===== src/logic/bsp_defines.svh =====
// Constants of the buffered serial port configuration block.
// Assumes a 16-bit peripheral bus with a 5-bit word address.
`ifndef BSP_DEFINES_SVH
`define BSP_DEFINES_SVH

// ****************************************************************
// Register addresses
// ****************************************************************
`define BSP_ADDR_PIN_CTRL   5'h00
`define BSP_ADDR_RATE_GEN2  5'h01
`define BSP_ADDR_TX_MC2     5'h02
`define BSP_ADDR_RX_MC2     5'h03
`define BSP_ADDR_FORMAT     5'h04
`define BSP_ADDR_STATUS     5'h05
`define BSP_ADDR_CHAN_BIT   4
`define BSP_ADDR_CHAN_RX    3

// ****************************************************************
// Field positions
// ****************************************************************
`define BSP_PCR_TX_GPIO     13
`define BSP_PCR_RX_GPIO     12
`define BSP_PCR_TX_FMODE    11
`define BSP_PCR_RX_FMODE    10
`define BSP_PCR_TX_CMODE    9
`define BSP_PCR_RX_CMODE    8
`define BSP_PCR_EXTEND      7
`define BSP_PCR_EXT_CLOCK_PIN_STATUS   6
`define BSP_PCR_TXD_STAT    5
`define BSP_PCR_RXD_STAT    4
`define BSP_PCR_TX_FPOL     3
`define BSP_PCR_RX_FPOL     2
`define BSP_PCR_TX_CPOL     1
`define BSP_PCR_RX_CPOL     0
`define BSP_MC_EXT_BIT      9
`define BSP_RG2_SRC_BIT     13
`define BSP_FMT_CLKSTOP     3
`define BSP_FMT_PHASE       4

// ****************************************************************
// Reset values and masks
// ****************************************************************
`define BSP_PCR_RESET       16'h0000
`define BSP_PCR_WMASK       16'h3fff
`define BSP_RG2_RESET       16'h2000
`define BSP_RG2_WMASK       16'h20ff
`define BSP_MC_RESET        16'h0000
`define BSP_MC_WMASK        16'h0200
`define BSP_FMT_RESET       16'h0000
`define BSP_FMT_WMASK       16'h0fff
`define BSP_CHAN_RESET      16'h0000

`endif


===== src/logic/bsp_pkg.sv =====
// Types of the buffered serial port configuration block.
// Assumes bsp_defines.svh for all numeric constants.
`default_nettype none

package bsp_pkg;

  // Serial pins sampled from outside the CPU clock domain
  typedef struct packed {
    logic tx_clk;
    logic rx_clk;
    logic tx_fs;
    logic rx_fs;
    logic rx_data;
  } bsp_pins_t;

  // Sample-rate generator input
  typedef enum logic [1:0] {
    SRC_NONE,
    SRC_CPU,
    SRC_RXPIN,
    SRC_TXPIN
  } bsp_src_t;

endpackage

`default_nettype wire


===== src/logic/bsp_pin_sync.sv =====
// Two-stage synchroniser with edge detect for the serial pins.
// Assumes pins are asynchronous to CLK and slower than CLK/2.
`timescale 1ns/1ps
`default_nettype none

module bsp_pin_sync (
  // Clock and reset
  input  wire  logic                  clk,
  input  wire  logic                  resetn,
  // Raw pins
  input  wire  bsp_pkg::bsp_pins_t    pins_in,
  // Synchronised view
  output logic [4:0]                  level,
  output logic [4:0]                  rise,
  output logic [4:0]                  fall
);

  logic [4:0] meta_reg;
  logic [4:0] sync_reg;
  logic [4:0] prev_reg;
  logic [4:0] pin_vec;

  assign pin_vec = pins_in;

  // ****************************************************************
  // Per-pin stages
  // ****************************************************************
  genvar i;
  generate
    for (i = 0; i < 5; i++) begin : g_pin
      // First stage feeds only the second stage
      always_ff @(posedge clk or negedge resetn) begin
        if (!resetn) begin
          meta_reg[i] <= 1'b0;
          sync_reg[i] <= 1'b0;
          prev_reg[i] <= 1'b0;
        end else begin
          meta_reg[i] <= pin_vec[i];
          sync_reg[i] <= meta_reg[i];
          prev_reg[i] <= sync_reg[i];
        end
      end
      assign level[i] = sync_reg[i];
      assign rise[i]  = sync_reg[i] & ~prev_reg[i];
      assign fall[i]  = ~sync_reg[i] & prev_reg[i];
    end
  endgenerate

endmodule

`default_nettype wire


===== src/logic/bsp_config.sv =====
// Buffered serial port clock, frame and channel configuration.
// Assumes a single-cycle peripheral bus on CLK; pin levels are
// resolved from the output enables by the surroundings.
`timescale 1ns/1ps
`default_nettype none
`include "bsp_defines.svh"

module bsp_config (
  // Clock and reset
  input  wire  logic        CLK,
  input  wire  logic        RESETN,
  // Peripheral bus
  input  wire  logic [4:0]  BUS_ADDR,
  input  wire  logic        BUS_WR,
  input  wire  logic        BUS_RD,
  input  wire  logic [15:0] BUS_WDATA,
  output logic       [15:0] BUS_RDATA,
  // Clock pins
  input  wire  logic        TX_CLK_IN,
  output logic              TX_CLK_OUT,
  output logic              TX_CLK_OE,
  input  wire  logic        RX_CLK_IN,
  output logic              RX_CLK_OUT,
  output logic              RX_CLK_OE,
  // Frame sync pins
  input  wire  logic        TX_FS_IN,
  output logic              TX_FS_OUT,
  output logic              TX_FS_OE,
  input  wire  logic        RX_FS_IN,
  output logic              RX_FS_OUT,
  output logic              RX_FS_OE,
  // Data pins
  output logic              TX_DATA_OUT,
  output logic              TX_DATA_OE,
  input  wire  logic        RX_DATA_IN,
  // Channel state
  output logic              TX_CH_ACTIVE,
  output logic              RX_CH_ACTIVE,
  output logic       [6:0]  CH_SLOT
);

  // ****************************************************************
  // Helpers
  // ****************************************************************
  function automatic logic [5:0] word_bits(input logic [2:0] code);
    unique case (code)
      3'h0:    word_bits = 6'h08;
      3'h1:    word_bits = 6'h0c;
      3'h2:    word_bits = 6'h10;
      3'h3:    word_bits = 6'h14;
      3'h4:    word_bits = 6'h18;
      default: word_bits = 6'h20;
    endcase
  endfunction

  function automatic logic chan_on(input logic [127:0] bank,
                                   input logic [6:0]   slot,
                                   input logic         ext);
    chan_on = ext ? bank[slot] : bank[{2'b00, slot[4:0]}];
  endfunction

  // ****************************************************************
  // Pin synchronisers
  // ****************************************************************
  bsp_pkg::bsp_pins_t pins;
  logic [4:0]         p_lvl;
  logic [4:0]         p_rise;
  logic [4:0]         p_fall;

  assign pins = '{tx_clk: TX_CLK_IN, rx_clk: RX_CLK_IN, tx_fs: TX_FS_IN,
                  rx_fs: RX_FS_IN, rx_data: RX_DATA_IN};

  bsp_pin_sync u_sync (
    .clk     (CLK),
    .resetn  (RESETN),
    .pins_in (pins),
    .level   (p_lvl),
    .rise    (p_rise),
    .fall    (p_fall)
  );

  // ****************************************************************
  // Register file
  // ****************************************************************
  logic [15:0] pcr_reg, pcr_next;
  logic [15:0] rg2_reg, rg2_next;
  logic [15:0] txmc_reg, txmc_next;
  logic [15:0] rxmc_reg, rxmc_next;
  logic [15:0] fmt_reg, fmt_next;
  logic [15:0] chan_reg [16];
  logic [15:0] chan_next [16];
  logic [15:0] rdata_next;
  logic [15:0] status;
  logic [15:0] pcr_view;

  always_comb begin
    pcr_next  = pcr_reg;
    rg2_next  = rg2_reg;
    txmc_next = txmc_reg;
    rxmc_next = rxmc_reg;
    fmt_next  = fmt_reg;
    for (int k = 0; k < 16; k++) begin
      chan_next[k] = chan_reg[k];
    end
    if (BUS_WR) begin
      if (BUS_ADDR[`BSP_ADDR_CHAN_BIT]) begin
        chan_next[BUS_ADDR[3:0]] = BUS_WDATA;
      end else begin
        unique case (BUS_ADDR)
          `BSP_ADDR_PIN_CTRL:  pcr_next  = BUS_WDATA & `BSP_PCR_WMASK;
          `BSP_ADDR_RATE_GEN2: rg2_next  = BUS_WDATA & `BSP_RG2_WMASK;
          `BSP_ADDR_TX_MC2:    txmc_next = BUS_WDATA & `BSP_MC_WMASK;
          `BSP_ADDR_RX_MC2:    rxmc_next = BUS_WDATA & `BSP_MC_WMASK;
          `BSP_ADDR_FORMAT:    fmt_next  = BUS_WDATA & `BSP_FMT_WMASK;
          default: ;
        endcase
      end
    end
  end

  // Received data status reads the pin while the receive side is GPIO
  always_comb begin
    pcr_view = pcr_reg;
    if (pcr_reg[`BSP_PCR_RX_GPIO]) begin
      pcr_view[`BSP_PCR_RXD_STAT] = p_lvl[0];
    end
  end

  always_comb begin
    rdata_next = 16'h0000;
    if (BUS_RD) begin
      if (BUS_ADDR[`BSP_ADDR_CHAN_BIT]) begin
        rdata_next = chan_reg[BUS_ADDR[3:0]];
      end else begin
        unique case (BUS_ADDR)
          `BSP_ADDR_PIN_CTRL:  rdata_next = pcr_view;
          `BSP_ADDR_RATE_GEN2: rdata_next = rg2_reg;
          `BSP_ADDR_TX_MC2:    rdata_next = txmc_reg;
          `BSP_ADDR_RX_MC2:    rdata_next = rxmc_reg;
          `BSP_ADDR_FORMAT:    rdata_next = fmt_reg;
          `BSP_ADDR_STATUS:    rdata_next = status;
          default:             rdata_next = 16'h0000;
        endcase
      end
    end
  end

  // Plain flops with no refresh: state holds at any clock rate
  always_ff @(posedge CLK or negedge RESETN) begin
    if (!RESETN) begin
      pcr_reg   <= `BSP_PCR_RESET;
      rg2_reg   <= `BSP_RG2_RESET;
      txmc_reg  <= `BSP_MC_RESET;
      rxmc_reg  <= `BSP_MC_RESET;
      fmt_reg   <= `BSP_FMT_RESET;
      BUS_RDATA <= 16'h0000;
      for (int k = 0; k < 16; k++) begin
        chan_reg[k] <= `BSP_CHAN_RESET;
      end
    end else begin
      pcr_reg   <= pcr_next;
      rg2_reg   <= rg2_next;
      txmc_reg  <= txmc_next;
      rxmc_reg  <= rxmc_next;
      fmt_reg   <= fmt_next;
      BUS_RDATA <= rdata_next;
      for (int k = 0; k < 16; k++) begin
        chan_reg[k] <= chan_next[k];
      end
    end
  end

  // ****************************************************************
  // Effective configuration
  // ****************************************************************
  bsp_pkg::bsp_src_t src;
  logic              clk_stop;
  logic              phase_eff;
  logic [6:0]        words_m1;
  logic [5:0]        wl;
  logic              tx_cmode, rx_cmode, tx_fmode, rx_fmode;
  logic              tx_gpio, rx_gpio;

  always_comb begin
    unique case ({pcr_reg[`BSP_PCR_EXTEND], rg2_reg[`BSP_RG2_SRC_BIT]})
      2'b00: src = bsp_pkg::SRC_NONE;
      2'b01: src = bsp_pkg::SRC_CPU;
      2'b10: src = bsp_pkg::SRC_RXPIN;
      2'b11: src = bsp_pkg::SRC_TXPIN;
    endcase
  end

  assign clk_stop  = fmt_reg[`BSP_FMT_CLKSTOP];
  assign phase_eff = clk_stop ? 1'b0 : fmt_reg[`BSP_FMT_PHASE];
  assign words_m1  = clk_stop ? 7'h00 : fmt_reg[11:5];
  assign wl        = word_bits(fmt_reg[2:0]);
  assign tx_cmode  = pcr_reg[`BSP_PCR_TX_CMODE];
  assign tx_fmode  = pcr_reg[`BSP_PCR_TX_FMODE];
  // SPI operation: receiver follows the transmitter's role
  assign rx_cmode  = clk_stop ? tx_cmode : pcr_reg[`BSP_PCR_RX_CMODE];
  assign rx_fmode  = clk_stop ? tx_fmode : pcr_reg[`BSP_PCR_RX_FMODE];
  assign tx_gpio   = pcr_reg[`BSP_PCR_TX_GPIO];
  assign rx_gpio   = pcr_reg[`BSP_PCR_RX_GPIO];
  assign status    = {6'h00, phase_eff, words_m1 == 7'h00, src, CH_SLOT[5:0]};

  // ****************************************************************
  // Sample-rate generator and frame timing
  // ****************************************************************
  logic       tick, bit_tick, fs_ext, div_end;
  logic [7:0] div_reg, div_next;
  logic       srg_reg, srg_next;
  logic [4:0] bit_reg, bit_next;
  logic [6:0] slot_reg, slot_next;
  logic       fs_reg, fs_next;
  logic       word_end;

  // Pin edges honour the polarity bits
  always_comb begin
    unique case (src)
      bsp_pkg::SRC_CPU:   tick = 1'b1;
      bsp_pkg::SRC_RXPIN: tick = pcr_reg[`BSP_PCR_RX_CPOL] ? p_fall[3] : p_rise[3];
      bsp_pkg::SRC_TXPIN: tick = pcr_reg[`BSP_PCR_TX_CPOL] ? p_fall[4] : p_rise[4];
      default:            tick = 1'b0;
    endcase
    fs_ext   = pcr_reg[`BSP_PCR_TX_FPOL] ? p_fall[2] : p_rise[2];
    bit_tick = tx_cmode ? (tick && div_end && !srg_reg)
                        : (pcr_reg[`BSP_PCR_TX_CPOL] ? p_fall[4] : p_rise[4]);
  end

  // Compare with >= so a divider or word length lowered mid-count
  // wraps at once instead of running on to the counter's overflow
  assign div_end  = div_reg >= rg2_reg[7:0];
  assign word_end = bit_tick && ({1'b0, bit_reg} >= wl - 6'h01);

  always_comb begin
    div_next  = div_reg;
    srg_next  = srg_reg;
    bit_next  = bit_reg;
    slot_next = slot_reg;
    fs_next   = 1'b0;
    if (tick) begin
      div_next = div_end ? 8'h00 : div_reg + 8'h01;
      srg_next = div_end ? ~srg_reg : srg_reg;
    end
    if (!tx_fmode && fs_ext) begin
      bit_next  = 5'h00;
      slot_next = 7'h00;
    end else if (word_end) begin
      bit_next  = 5'h00;
      slot_next = (slot_reg >= words_m1) ? 7'h00 : slot_reg + 7'h01;
      fs_next   = tx_fmode && (slot_reg >= words_m1);
    end else if (bit_tick) begin
      bit_next  = bit_reg + 5'h01;
    end else if ({1'b0, bit_reg} >= wl) begin
      // A shorter word length restarts the word in progress
      bit_next  = 5'h00;
    end
    if (clk_stop) begin
      slot_next = 7'h00;
    end
  end

  always_ff @(posedge CLK or negedge RESETN) begin
    if (!RESETN) begin
      div_reg  <= 8'h00;
      srg_reg  <= 1'b0;
      bit_reg  <= 5'h00;
      slot_reg <= 7'h00;
      fs_reg   <= 1'b0;
    end else begin
      div_reg  <= div_next;
      srg_reg  <= srg_next;
      bit_reg  <= bit_next;
      slot_reg <= slot_next;
      fs_reg   <= fs_next;
    end
  end

  // ****************************************************************
  // Pin drivers and channel flags
  // ****************************************************************
  logic [127:0] tx_bank, rx_bank;
  logic         txco_n, txcoe_n, rxco_n, rxcoe_n;
  logic         txfo_n, txfoe_n, rxfo_n, rxfoe_n;
  logic         txd_n, txdoe_n, txa_n, rxa_n;

  always_comb begin
    for (int k = 0; k < 8; k++) begin
      tx_bank[k*16 +: 16] = chan_reg[k];
      rx_bank[k*16 +: 16] = chan_reg[k+8];
    end
    txa_n   = chan_on(tx_bank, slot_reg, txmc_reg[`BSP_MC_EXT_BIT]);
    rxa_n   = chan_on(rx_bank, slot_reg, rxmc_reg[`BSP_MC_EXT_BIT]);
    // Generator drives whichever clock pin is not its own input
    txco_n  = srg_reg ^ pcr_reg[`BSP_PCR_TX_CPOL];
    txcoe_n = tx_cmode && !tx_gpio && src != bsp_pkg::SRC_TXPIN;
    rxco_n  = srg_reg ^ pcr_reg[`BSP_PCR_RX_CPOL];
    rxcoe_n = rx_cmode && !rx_gpio && src != bsp_pkg::SRC_RXPIN;
    txfo_n  = fs_reg ^ pcr_reg[`BSP_PCR_TX_FPOL];
    txfoe_n = tx_fmode && !tx_gpio;
    rxfo_n  = fs_reg ^ pcr_reg[`BSP_PCR_RX_FPOL];
    rxfoe_n = rx_fmode && !rx_gpio;
    txd_n   = tx_gpio && pcr_reg[`BSP_PCR_TXD_STAT];
    txdoe_n = tx_gpio;
  end

  always_ff @(posedge CLK or negedge RESETN) begin
    if (!RESETN) begin
      TX_CLK_OUT   <= 1'b0;
      TX_CLK_OE    <= 1'b0;
      RX_CLK_OUT   <= 1'b0;
      RX_CLK_OE    <= 1'b0;
      TX_FS_OUT    <= 1'b0;
      TX_FS_OE     <= 1'b0;
      RX_FS_OUT    <= 1'b0;
      RX_FS_OE     <= 1'b0;
      TX_DATA_OUT  <= 1'b0;
      TX_DATA_OE   <= 1'b0;
      TX_CH_ACTIVE <= 1'b0;
      RX_CH_ACTIVE <= 1'b0;
      CH_SLOT      <= 7'h00;
    end else begin
      TX_CLK_OUT   <= txco_n;
      TX_CLK_OE    <= txcoe_n;
      RX_CLK_OUT   <= rxco_n;
      RX_CLK_OE    <= rxcoe_n;
      TX_FS_OUT    <= txfo_n;
      TX_FS_OE     <= txfoe_n;
      RX_FS_OUT    <= rxfo_n;
      RX_FS_OE     <= rxfoe_n;
      TX_DATA_OUT  <= txd_n;
      TX_DATA_OE   <= txdoe_n;
      TX_CH_ACTIVE <= txa_n;
      RX_CH_ACTIVE <= rxa_n;
      CH_SLOT      <= slot_reg;
    end
  end
endmodule

`default_nettype wire


===== config.mk =====
export PLATFORM = sky130hd
export DESIGN_NAME = bsp_config
export DESIGN_NICKNAME = d
export VERILOG_FILES = /design/src/logic/bsp_pkg.sv /design/src/logic/bsp_pin_sync.sv /design/src/logic/bsp_config.sv
export VERILOG_INCLUDE_DIRS = /design/src /design/src/logic
export SDC_FILE = /design/constraint.sdc
export NUM_CORES = 1
export LEC_CHECK = 0
export BUFFER_PORTS_ARGS = -buffer_cell sky130_fd_sc_hd__buf_2
export CORE_MARGIN = 2
export CORE_UTILIZATION = 30
export CTS_CLUSTER_SIZE = 30
export DETAILED_ROUTE_END_ITERATION = 16
export PLACE_DENSITY = 0.51
export SLEW_MARGIN = 0
export SYNTH_ARGS = -nofsm -noshare
export SYNTH_HDL_FRONTEND = slang
export SYNTH_SLANG_ARGS = --single-unit

===== constraint.sdc =====
create_clock -name CLK -period 6.65 [get_ports CLK]
set_input_delay 1.6625 -clock CLK [delete_from_list [all_inputs] [get_ports CLK]]
set_output_delay 1.6625 -clock CLK [all_outputs]
set_load 0.02 [all_outputs]

# Yosys cells after proc, flatten, opt, wreduce, memory -nomap -nowiden

Index checks and enable logic that the tools add are counted.

Add/sub/neg operators: 4
Order comparisons: 8
Eq/ne operators: 17
Mux-type cells: 42
Bitwise operators: 19
Reductions and logical operators: 30

Operators by type and width:

| cell                | number |
|---|---|
| $bwmux 256          | 1 |
| $pmux 14 s6         | 1 |
| $mux 16             | 5 |
| $bmux 16 s4         | 1 |
| $demux 16 s4        | 1 |
| $mux 7              | 5 |
| $pmux 6 s5          | 1 |
| $mux 5              | 4 |
| $mux 1              | 16 |
| $reduce_and 3->1    | 5 |
| $bmux 1 s7          | 2 |
| $logic_and 1x1->1   | 13 |
| $ge 5x6->1          | 2 |
| $bmux 1 s5          | 2 |
| $eq 5x2->1 const B  | 2 |
| $eq 5x3->1 const B  | 2 |
| $add 8x1->8 const B | 1 |
| $eq 2x2->1 const B  | 4 |
| $ge 8x8->1          | 1 |
| $lt 5x8->1 const B  | 1 |
| $lt 7x8->1 const B  | 1 |
| $mux 8              | 1 |
| $not 1->1           | 8 |
| $pmux 2 s4          | 1 |
| 24 further kinds    | 39 |

Bits in registers: 361
Input port bits: 30
Output and inout port bits: 35
Logic and storage cells: 171

# Logic depth before layout (Yosys ltp)

Gate-level depths: netlist of run 1.

Word-level depth: 11
Depth in mapped cells: 13
Mapped depth without buffers: 9

# Modules after synthesis

From an unflattened synthesis of run 1, not the netlist that was laid out.

Cell total of the unflattened synthesis: 1304
Area total of the unflattened synthesis: 18716.7 um^2

By module, submodules not included:

| module       | instances | cells an instance | area an instance (um^2) | sequential area each (um^2) |
|---|---|---|---|---|
| bsp_config   | 1         | 1279              | 18253.8                 | 8759.7 |
| bsp_pin_sync | 1         | 25                | 462.9                   | 375.4 |

# Worst setup path after synthesis of run 1

OpenSTA, ideal clock, no wires.

Kind: input -> register
Start: input port BUS_ADDR[1]
End: register BUS_RDATA[1]
Setup time: 135 ps
Data arrival time: 3197 ps
Data required time: 6515 ps
Setup slack: 3318 ps
Stages: 6
Buffers on the path: 2
Path through: buf_2 buf_2 mux4_2 mux4_2 nand3_1 o21ai_0

Cells in the longest elaborated chain, start to end: 6
Elaborated cells on any way between the ends: 13
Classes of those cells: eq/ne: 5; mux: 6; bitwise: 1; reduce/logical: 1

Ends and longest elaborated chain:

| item                                        | line              | RTL |
|---|---|---|
| start, declared                             | bsp_config.sv:13  | `input wire logic [4:0] BUS_ADDR,` |
| $not 4->5 (not written as such)             | bsp_config.sv:133 | `rdata_next = chan_reg[BUS_ADDR[3:0]];` |
| $bmux 16 s4                                 | bsp_config.sv:133 |  |
| $mux 16 (not written as such) (2 in series) | bsp_config.sv:133 |  |
| $mux 16 (*)                                 | bsp_config.sv:132 | `` if (BUS_ADDR[`BSP_ADDR_CHAN_BIT]) begin `` |
| $mux 16 (*)                                 | bsp_config.sv:131 | `if (BUS_RD) begin` |
| named net rdata_next[1]                     | bsp_config.sv:92  | `logic [15:0] rdata_next;` |
| end signal, assigned                        | bsp_config.sv:166 | `BUS_RDATA <= rdata_next;` |
| end, declared                               | bsp_config.sv:17  | `output logic [15:0] BUS_RDATA,` |

Mark *: on every way through the listed nets, which the timed path passes. The rest lies on a longest branch. The select of a mux whose other input is x is not followed.
A chain may end at the register's enable or synchronous reset.

# Worst setup path in the final report of run 1

Start: input port BUS_ADDR[1]
End: register BUS_RDATA[5]

Same word-level chain as after synthesis.

==> summary.txt, run 1 <==
Outcome
  – Status: complete, no violations

Clock tree
  – H-tree levels: 2
  – CTS max path bufs: 3
  – TritonCTS Buffers: 42
  – CTS tree: done
  – Post-CTS Setup Bufs: 0
  – CTS Sinks: approximately 360
  – Clock root cell: clkbuf_16
  – Post-CTS Resized: 0
  – Hold Buf Count CTS: 0
  – Worst-Skew Late Latency: 570 ps
  – CTS clk-pin slew, worst paths: 50 ps

Synthesis
  – Top FF cell, synth: dfrtp_1
  – YS warnings: 0
  – Yosys reg bits: ~360
  – Ys async rst share: 100%
  – Post-synth top area share: between 40% and 50%
  – Distinct cells, synth: 70
  – Syn Inst Count: about 1,300
  – Leading area contributor after synthesis: dfrtp_1
  – Synth Area per Inst: 14.5 um^2
  – Syn_nets: between 1,000 and 1,500
  – Synthesized cell area: around 0.019 mm^2
  – Synth top cells by count: 360 x dfrtp_1, 286 x mux2_2, 130 x mux4_2, 41 x mux2i_1, 40 x buf_2
  – Number of enable flip-flop cells after synthesis: 0
  – Sequential share of the synthesized area: around half
  – Top cells by area, synth: dfrtp_1 48%, mux2_2 17%, mux4_2 16%
  – Top-count cell post-synth: dfrtp_1

Worst setup path
  – CP cell instances: buf_4, buf_4, mux4_2, mux4_2, nand3_1, o21ai_0
  – CP Buf/Inv Count: 2
  – Worst path slowest cell: buf_4
  – Critical path class: primary input to register
  – CP endpoint kind: register
  – Reg2reg setup slack: between 3000 and 4000 ps
  – Data required, critical path: 7080 ps
  – Launching point of the worst reg2reg path: slot_reg[0]$_DFFE_PN0P_
  – Critical path data arrival time: around 4400 ps
  – CP Max Fanout: 49
  – Reg2reg path depth: 8
  – FF-to-FF End: RX_CH_ACTIVE$_DFF_PN0_
  – CP max stage delay: between 600 and 700 ps
  – Crit path max-delay family: buffers and inverters
  – CP Launch Type: primary input

Pwr
  – Pleak: just under 9 nW
  – Switching Share: approximately 28%
  – Int Pwr: approximately 0.0046 W
  – Sequential share of power: roughly 46%
  – VDD IR max: approximately 0.16 mV
  – Clk pwr share: 35.1%
  – P_sw: between 0.0015 and 0.002 W
  – Total chip power: 0.00641 W
  – Comb pwr share: between 10% and 20%
  – Total power density per cell area: 304 mW/mm^2

Drt
  – DR vias: between 10,000 and 15,000
  – # DRC: 0
  – Drt total wl: between 50,000 and 60,000 um
  – Routed Antenna Nets: 0
  – Wire per inst: 24.0 um
  – Initial DRT Pass Iterations: 5
  – First DRT Iteration DRCs: between 800 and 900
  – Via-per-instance ratio: 5.30

Floorplanning
  – Row count: slightly above 90
  – Chip height: roughly 250 um
  – Initial Utilization: between 30% and 40%
  – Die X: 254 um
  – Core ar.: between 0.06 and 0.07 mm^2
  – # IOs: 65
  – Die Area: 0.0646 mm^2

Hold path
  – WHS Endpoint: u_sync.level[3]$_DFF_PN0_
  – Worst Min Path Start: u_sync.meta_reg[3]$_DFF_PN0_
  – Worst min path class: register to register
  – Hold Crit Depth: 0

Finish
  – Inserted Diodes: 0
  – Final #Nets: ~1,400
  – Core Util, Final: between 30% and 40%
  – Post-Layout Cell Count: roughly 2,200
  – Share of cells above drive strength 1: between 40% and 50%
  – Syn-to-layout area delta: 12.2%
  – Max reg flops: 256

STA
  – Final worst path period need: ~3900 ps
  – Hold Violations, Final: 0
  – Final Skew: around 25 ps
  – Setup TNS after final layout: 0 ps
  – Tcrit/Tclk final: 59.2%
  – Max_slew headroom: about a quarter
  – Fmax achieved: approximately 250 MHz
  – # setup viols final: 0
  – Worst setup margin: 2710 ps
  – Worst-Margin Slew: about 1100 ps
  – Max-slew violations: 0
  – RSZ-0062 raised after global routing: false

Global routing
  – GR Util met2: a little over a quarter
  – Met1 GRT Util: around 23%
  – Met3 global-route usage: under 10%
  – First-pass GRT wire length: 80,200 um
  – Pin count of the biggest net entering global routing: 138
  – Initial antenna violation count: 2
  – Global Route Usage Sum: between 10% and 20%
  – GR peak layer: met2
  – Gr ovfl total: 0
  – Vias in the first global route: roughly 12,000

Place
  – PortBufs: 63
  – DP Worst Slack: around 2100 ps
  – Global placer's final weighted congestion: roughly 0.8
  – Dpl cells: ~2,100
  – DP Wirelength: between 30,000 and 40,000 um

Job
  – # Max-Cap Violations: 0
==> cells by family after synthesis <==
logic type / after synthesis / synth area share [%]
multiplexers: 468 / 35.8
flip-flops: 361 / 48.1
AND/OR/NAND/NOR: 154 / 4.88
AO/OA/AOI/OAI: 153 / 5.88
buffers and inverters: 126 / 3.40
adder cells (fa/ha/maj): 25 / 1.67
XOR/XNOR: 6 / 0.280
==> cell type report <==
| type | count | area, um^2 |
|---|---|---|
| sequential | 361 | 9040 |
| timing repair buffer | 81 | 490 |
| clock inverter | 14 | 98.8 |
| inverter | 19 | 71.3 |
| fill | 5995 | 40800 |
| multi-input combinational | 806 | 9110 |
| tap | 837 | 1050 |
| clock buffer | 60 | 1220 |
==> routing by layer <==
layer  up-vias  wire [um]
met3        66       2780
met5         -         13
li1       4990          -
met2       301      24600
met1      6182      23800
met4         2       1120
==> worst reg2reg max path, delay by kind of cell, from the launching register on <==
| family | cells | cell delay, ps |
|---|---|---|
| mux | 2 | 790 |
| compound gates | 4 | 990 |
| buf+inv | 1 | 490 |
| simple gates | 1 | 60 |
| flops | 1 | 900 |
==> through the flow <==
step	hold slack, ps	cell area [um^2]
floorplan	331	18800
global placement	344	19800
detailed placement	340	19800
CTS	357	21100
global route	366	21100
finish	354	21100
==> power groups by stage <==
stage / registers (W) / logic (W) / clock network (W)
after floorplan: 0.00286 / 0.000887 / 0
after global placement: 0.00297 / 0.00120 / 0
after detailed placement: 0.00298 / 0.00122 / 0
after CTS: 0.00294 / 0.00123 / 0.00231
after global routing: 0.00299 / 0.00132 / 0.00240
final: 0.00294 / 0.00122 / 0.00225
==> layout by cell type, fill, tap and decap left out, drive strengths merged, types with 10 or more instances in the layout <==
master / instances
o22ai: 10
nor2b: 13
mux4: 130
nand2b: 21
buf: 81
nor2: 27
inv: 20
mux2: 297
mux2i: 41
nand3: 25
a22o: 11
nand2: 19
clkinv: 12
dfrtp: 360
o21ai: 43
ha: 25
a221oi: 12
clkbuf: 60
a21oi: 14
a22oi: 13
==> worst max path at each step <==
stage                           start                endpoint  slack (ps)  cells after the start
after floorplan           BUS_ADDR[1]  BUS_RDATA[1]$_DFF_PN0_        3320                      6
after global placement    BUS_ADDR[1]  BUS_RDATA[4]$_DFF_PN0_        2120                      6
after detailed placement  BUS_ADDR[1]  BUS_RDATA[4]$_DFF_PN0_        2090                      6
after CTS                 BUS_ADDR[1]  BUS_RDATA[4]$_DFF_PN0_        2680                      6
after global routing      BUS_ADDR[1]  BUS_RDATA[4]$_DFF_PN0_        2570                      6
final                     BUS_ADDR[1]  BUS_RDATA[5]$_DFF_PN0_        2710                      6
(Power assumes the default switching activity.)
==> inputs of run 2 (changes only) <==
==> constraint.sdc (replaced) <==
create_clock -name CLK -period 4 [get_ports CLK]
set_input_delay 1 -clock CLK [delete_from_list [all_inputs] [get_ports CLK]]
set_output_delay 1 -clock CLK [all_outputs]
set_load 0.02 [all_outputs]
==> run 2 against run 1 <==
Effect of this change:
- design area grew 1.3%
- non-clock buffer count grew 34
- utilization grew 0.46 points
- via count grew 1.2%
- critical endpoint is now RX_CH_ACTIVE$_DFF_PN0_
- worst hold slack lost 1.2 ps
- first-iteration DRC count shrank 3.4%
- flip-flop and latch count is the same
- highest routed layer unchanged
- largest cell class unchanged
==> summary.txt, run 2 (synthesis gave the netlist of run 1 again) <==
Worst setup path
  – Data required, critical path: approximately 4400 ps
  – CP Max Fanout: 21
  – Critical path data arrival time: around 3300 ps
  – FF-to-FF End: RX_CH_ACTIVE$_DFF_PN0_
  – CP Launch Type: register
  – CP endpoint kind: register
  – Reg2reg path depth: 6
  – Critical path class: register to register
  – Launching point of the worst reg2reg path: slot_reg[0]$_DFFE_PN0P_
  – Reg2reg setup slack: approximately 1100 ps
  – Crit path from: slot_reg[0]$_DFFE_PN0P_

Floorplanning
  – Die Area: 0.0646 mm^2
  – Initial Utilization: 30.4%
  – Chip height: 254 um
  – # IOs: 65
  – Die X: between 200 and 300 um
  – Row count: 91
  – Core ar.: between 0.06 and 0.07 mm^2

STA
  – Max-slew violations: 0
  – Setup TNS after final layout: 0 ps
  – Final worst path period need: slightly below 3000 ps
  – # setup viols final: 0
  – Max_slew headroom: 33.9%
  – RSZ-0062 raised after global routing: false
  – Worst-Margin Slew: between 900 and 1000 ps
  – Worst setup margin: between 1000 and 1500 ps
  – Tcrit/Tclk final: ~74%
  – Fmax achieved: between 300 and 400 MHz
  – Final Skew: approximately 23 ps
  – Hold Violations, Final: 0

Pwr
  – Comb pwr share: 19.4%
  – Pleak: 8.99 nW
  – Switching Share: between 20% and 30%
  – Clk pwr share: 34.8%
  – Sequential share of power: about 46%
  – Total power density per cell area: about 500 mW/mm^2
  – VDD IR max: 0.297 mV
  – Int Pwr: approximately 0.0076 W
  – P_sw: ~0.003 W

Drt
  – DR vias: 11,674
  – # DRC: 0
  – Via-per-instance ratio: approximately 5.3
  – Wire per inst: around 24 um
  – Routed Antenna Nets: 0
  – First DRT Iteration DRCs: 820
  – Drt total wl: 52,600 um
  – Initial DRT Pass Iterations: 5

Place
  – DP Worst Slack: between 700 and 800 ps
  – DP Wirelength: around 37,000 um
  – PortBufs: between 60 and 70
  – Global placer's final weighted congestion: 0.837
  – Dpl cells: 2,138

Finish
  – Inserted Diodes: 0
  – Most common cell after layout, fill and taps aside: dfrtp_1
  – Max reg flops: 256
  – Final #Nets: about 1,400
  – Most frequent cells in the layout: 358 x dfrtp_1, 286 x mux2_2, 130 x mux4_2
  – Share of cells above drive strength 1: 45.7%
  – Fill cell count: just under 6,000
  – Post-Layout Cell Count: roughly 2,200
  – Core Util, Final: roughly a third
  – Syn-to-layout area delta: 13.7%

Job
  – # Max-Cap Violations: 0

Clock tree
  – CTS clk-pin slew, worst paths: 60 ps
  – Post-CTS Resized: 0
  – TritonCTS Buffers: 43
  – Worst-Skew Late Latency: around 570 ps
  – CTS max path bufs: 3
  – Hold Buf Count CTS: 0
  – H-tree levels: 2
  – Post-CTS Setup Bufs: 0
  – Clock root cell: clkbuf_16
  – CTS Sinks: 361
  – CTS tree: done

Hold path
  – Worst Min Path Start: u_sync.meta_reg[2]$_DFF_PN0_
  – WHS Endpoint: u_sync.level[2]$_DFF_PN0_
  – Hold Crit Depth: 0
  – Worst min path class: register to register

Global routing
  – Pin count of the biggest net entering global routing: about 90
  – Global Route Usage Sum: between 10% and 20%
  – Vias in the first global route: approximately 12,000
  – First-pass GRT wire length: 80,700 um
  – Initial antenna violation count: 1
  – Gr ovfl total: 0

Outcome
  – Status: complete, no violations
==> run 2: how the worst max path moves through the flow <==
stage                                         end  slack, ps  cells past startpoint
after CTS                  RX_CH_ACTIVE$_DFF_PN0_       1030                      7
after detailed placement   rg2_reg[0]$_DFFE_PN0P_        720                      6
after global placement     rg2_reg[7]$_DFFE_PN0P_        750                      6
after floorplan           slot_reg[3]$_DFFE_PN0P_       1330                     13
final                      RX_CH_ACTIVE$_DFF_PN0_       1060                      6
after global routing      slot_reg[6]$_DFFE_PN0P_        830                      9
==> run 2: layout make-up <==
cell class	count	area (um^2)	share of cell area, %
Tap cell	837	1050	4.90
Multi-Input combinational cell	806	9110	42.6
Clock buffer	66	1240	5.82
Inverter	19	71.3	0.334
Sequential cell	361	9040	42.3
Clock inverter	5	53.8	0.252
Timing Repair Buffer	115	796	3.73
==> run 2: per-layer routing <==
| metal | wire length (um) | global-route usage, % | vias to the layer above |
|---|---|---|---|
| met4 | 1040 | 3.87 | 2 |
| met2 | 25100 | 27.1 | 297 |
| met3 | 2860 | 3.46 | 69 |
| li1 | - | - | 5077 |
| met1 | 23600 | 22.8 | 6229 |
| met5 | 13 | 0 | - |
==> run 2: critical path, cell delays in order, from the launching register on <==
cell and delay [ps]:
dfrtp_4 740, buf_4 380, mux4_2 570, a2111oi_0 420, a211oi_1 130, o211ai_1 290, a22oi_1 200
==> run 2: metrics by stage <==
step,hold WS (ps),power (W),cell area [um^2]
finish,353,0.0107,21400
global route,369,0.0112,21400
CTS,360,0.0108,21400
detailed placement,335,0.00703,20100
global placement,344,0.00696,20100
floorplan,331,0.00624,18800
==> run 2: power by group through the flow <==
stage,logic (W),registers [W],clock network (W)
after detailed placement,0.00207,0.00495,0
after global placement,0.00203,0.00493,0
after floorplan,0.00147,0.00476,0
final,0.00206,0.00489,0.00370
after global routing,0.00224,0.00498,0.00396
after CTS,0.00208,0.00489,0.00381
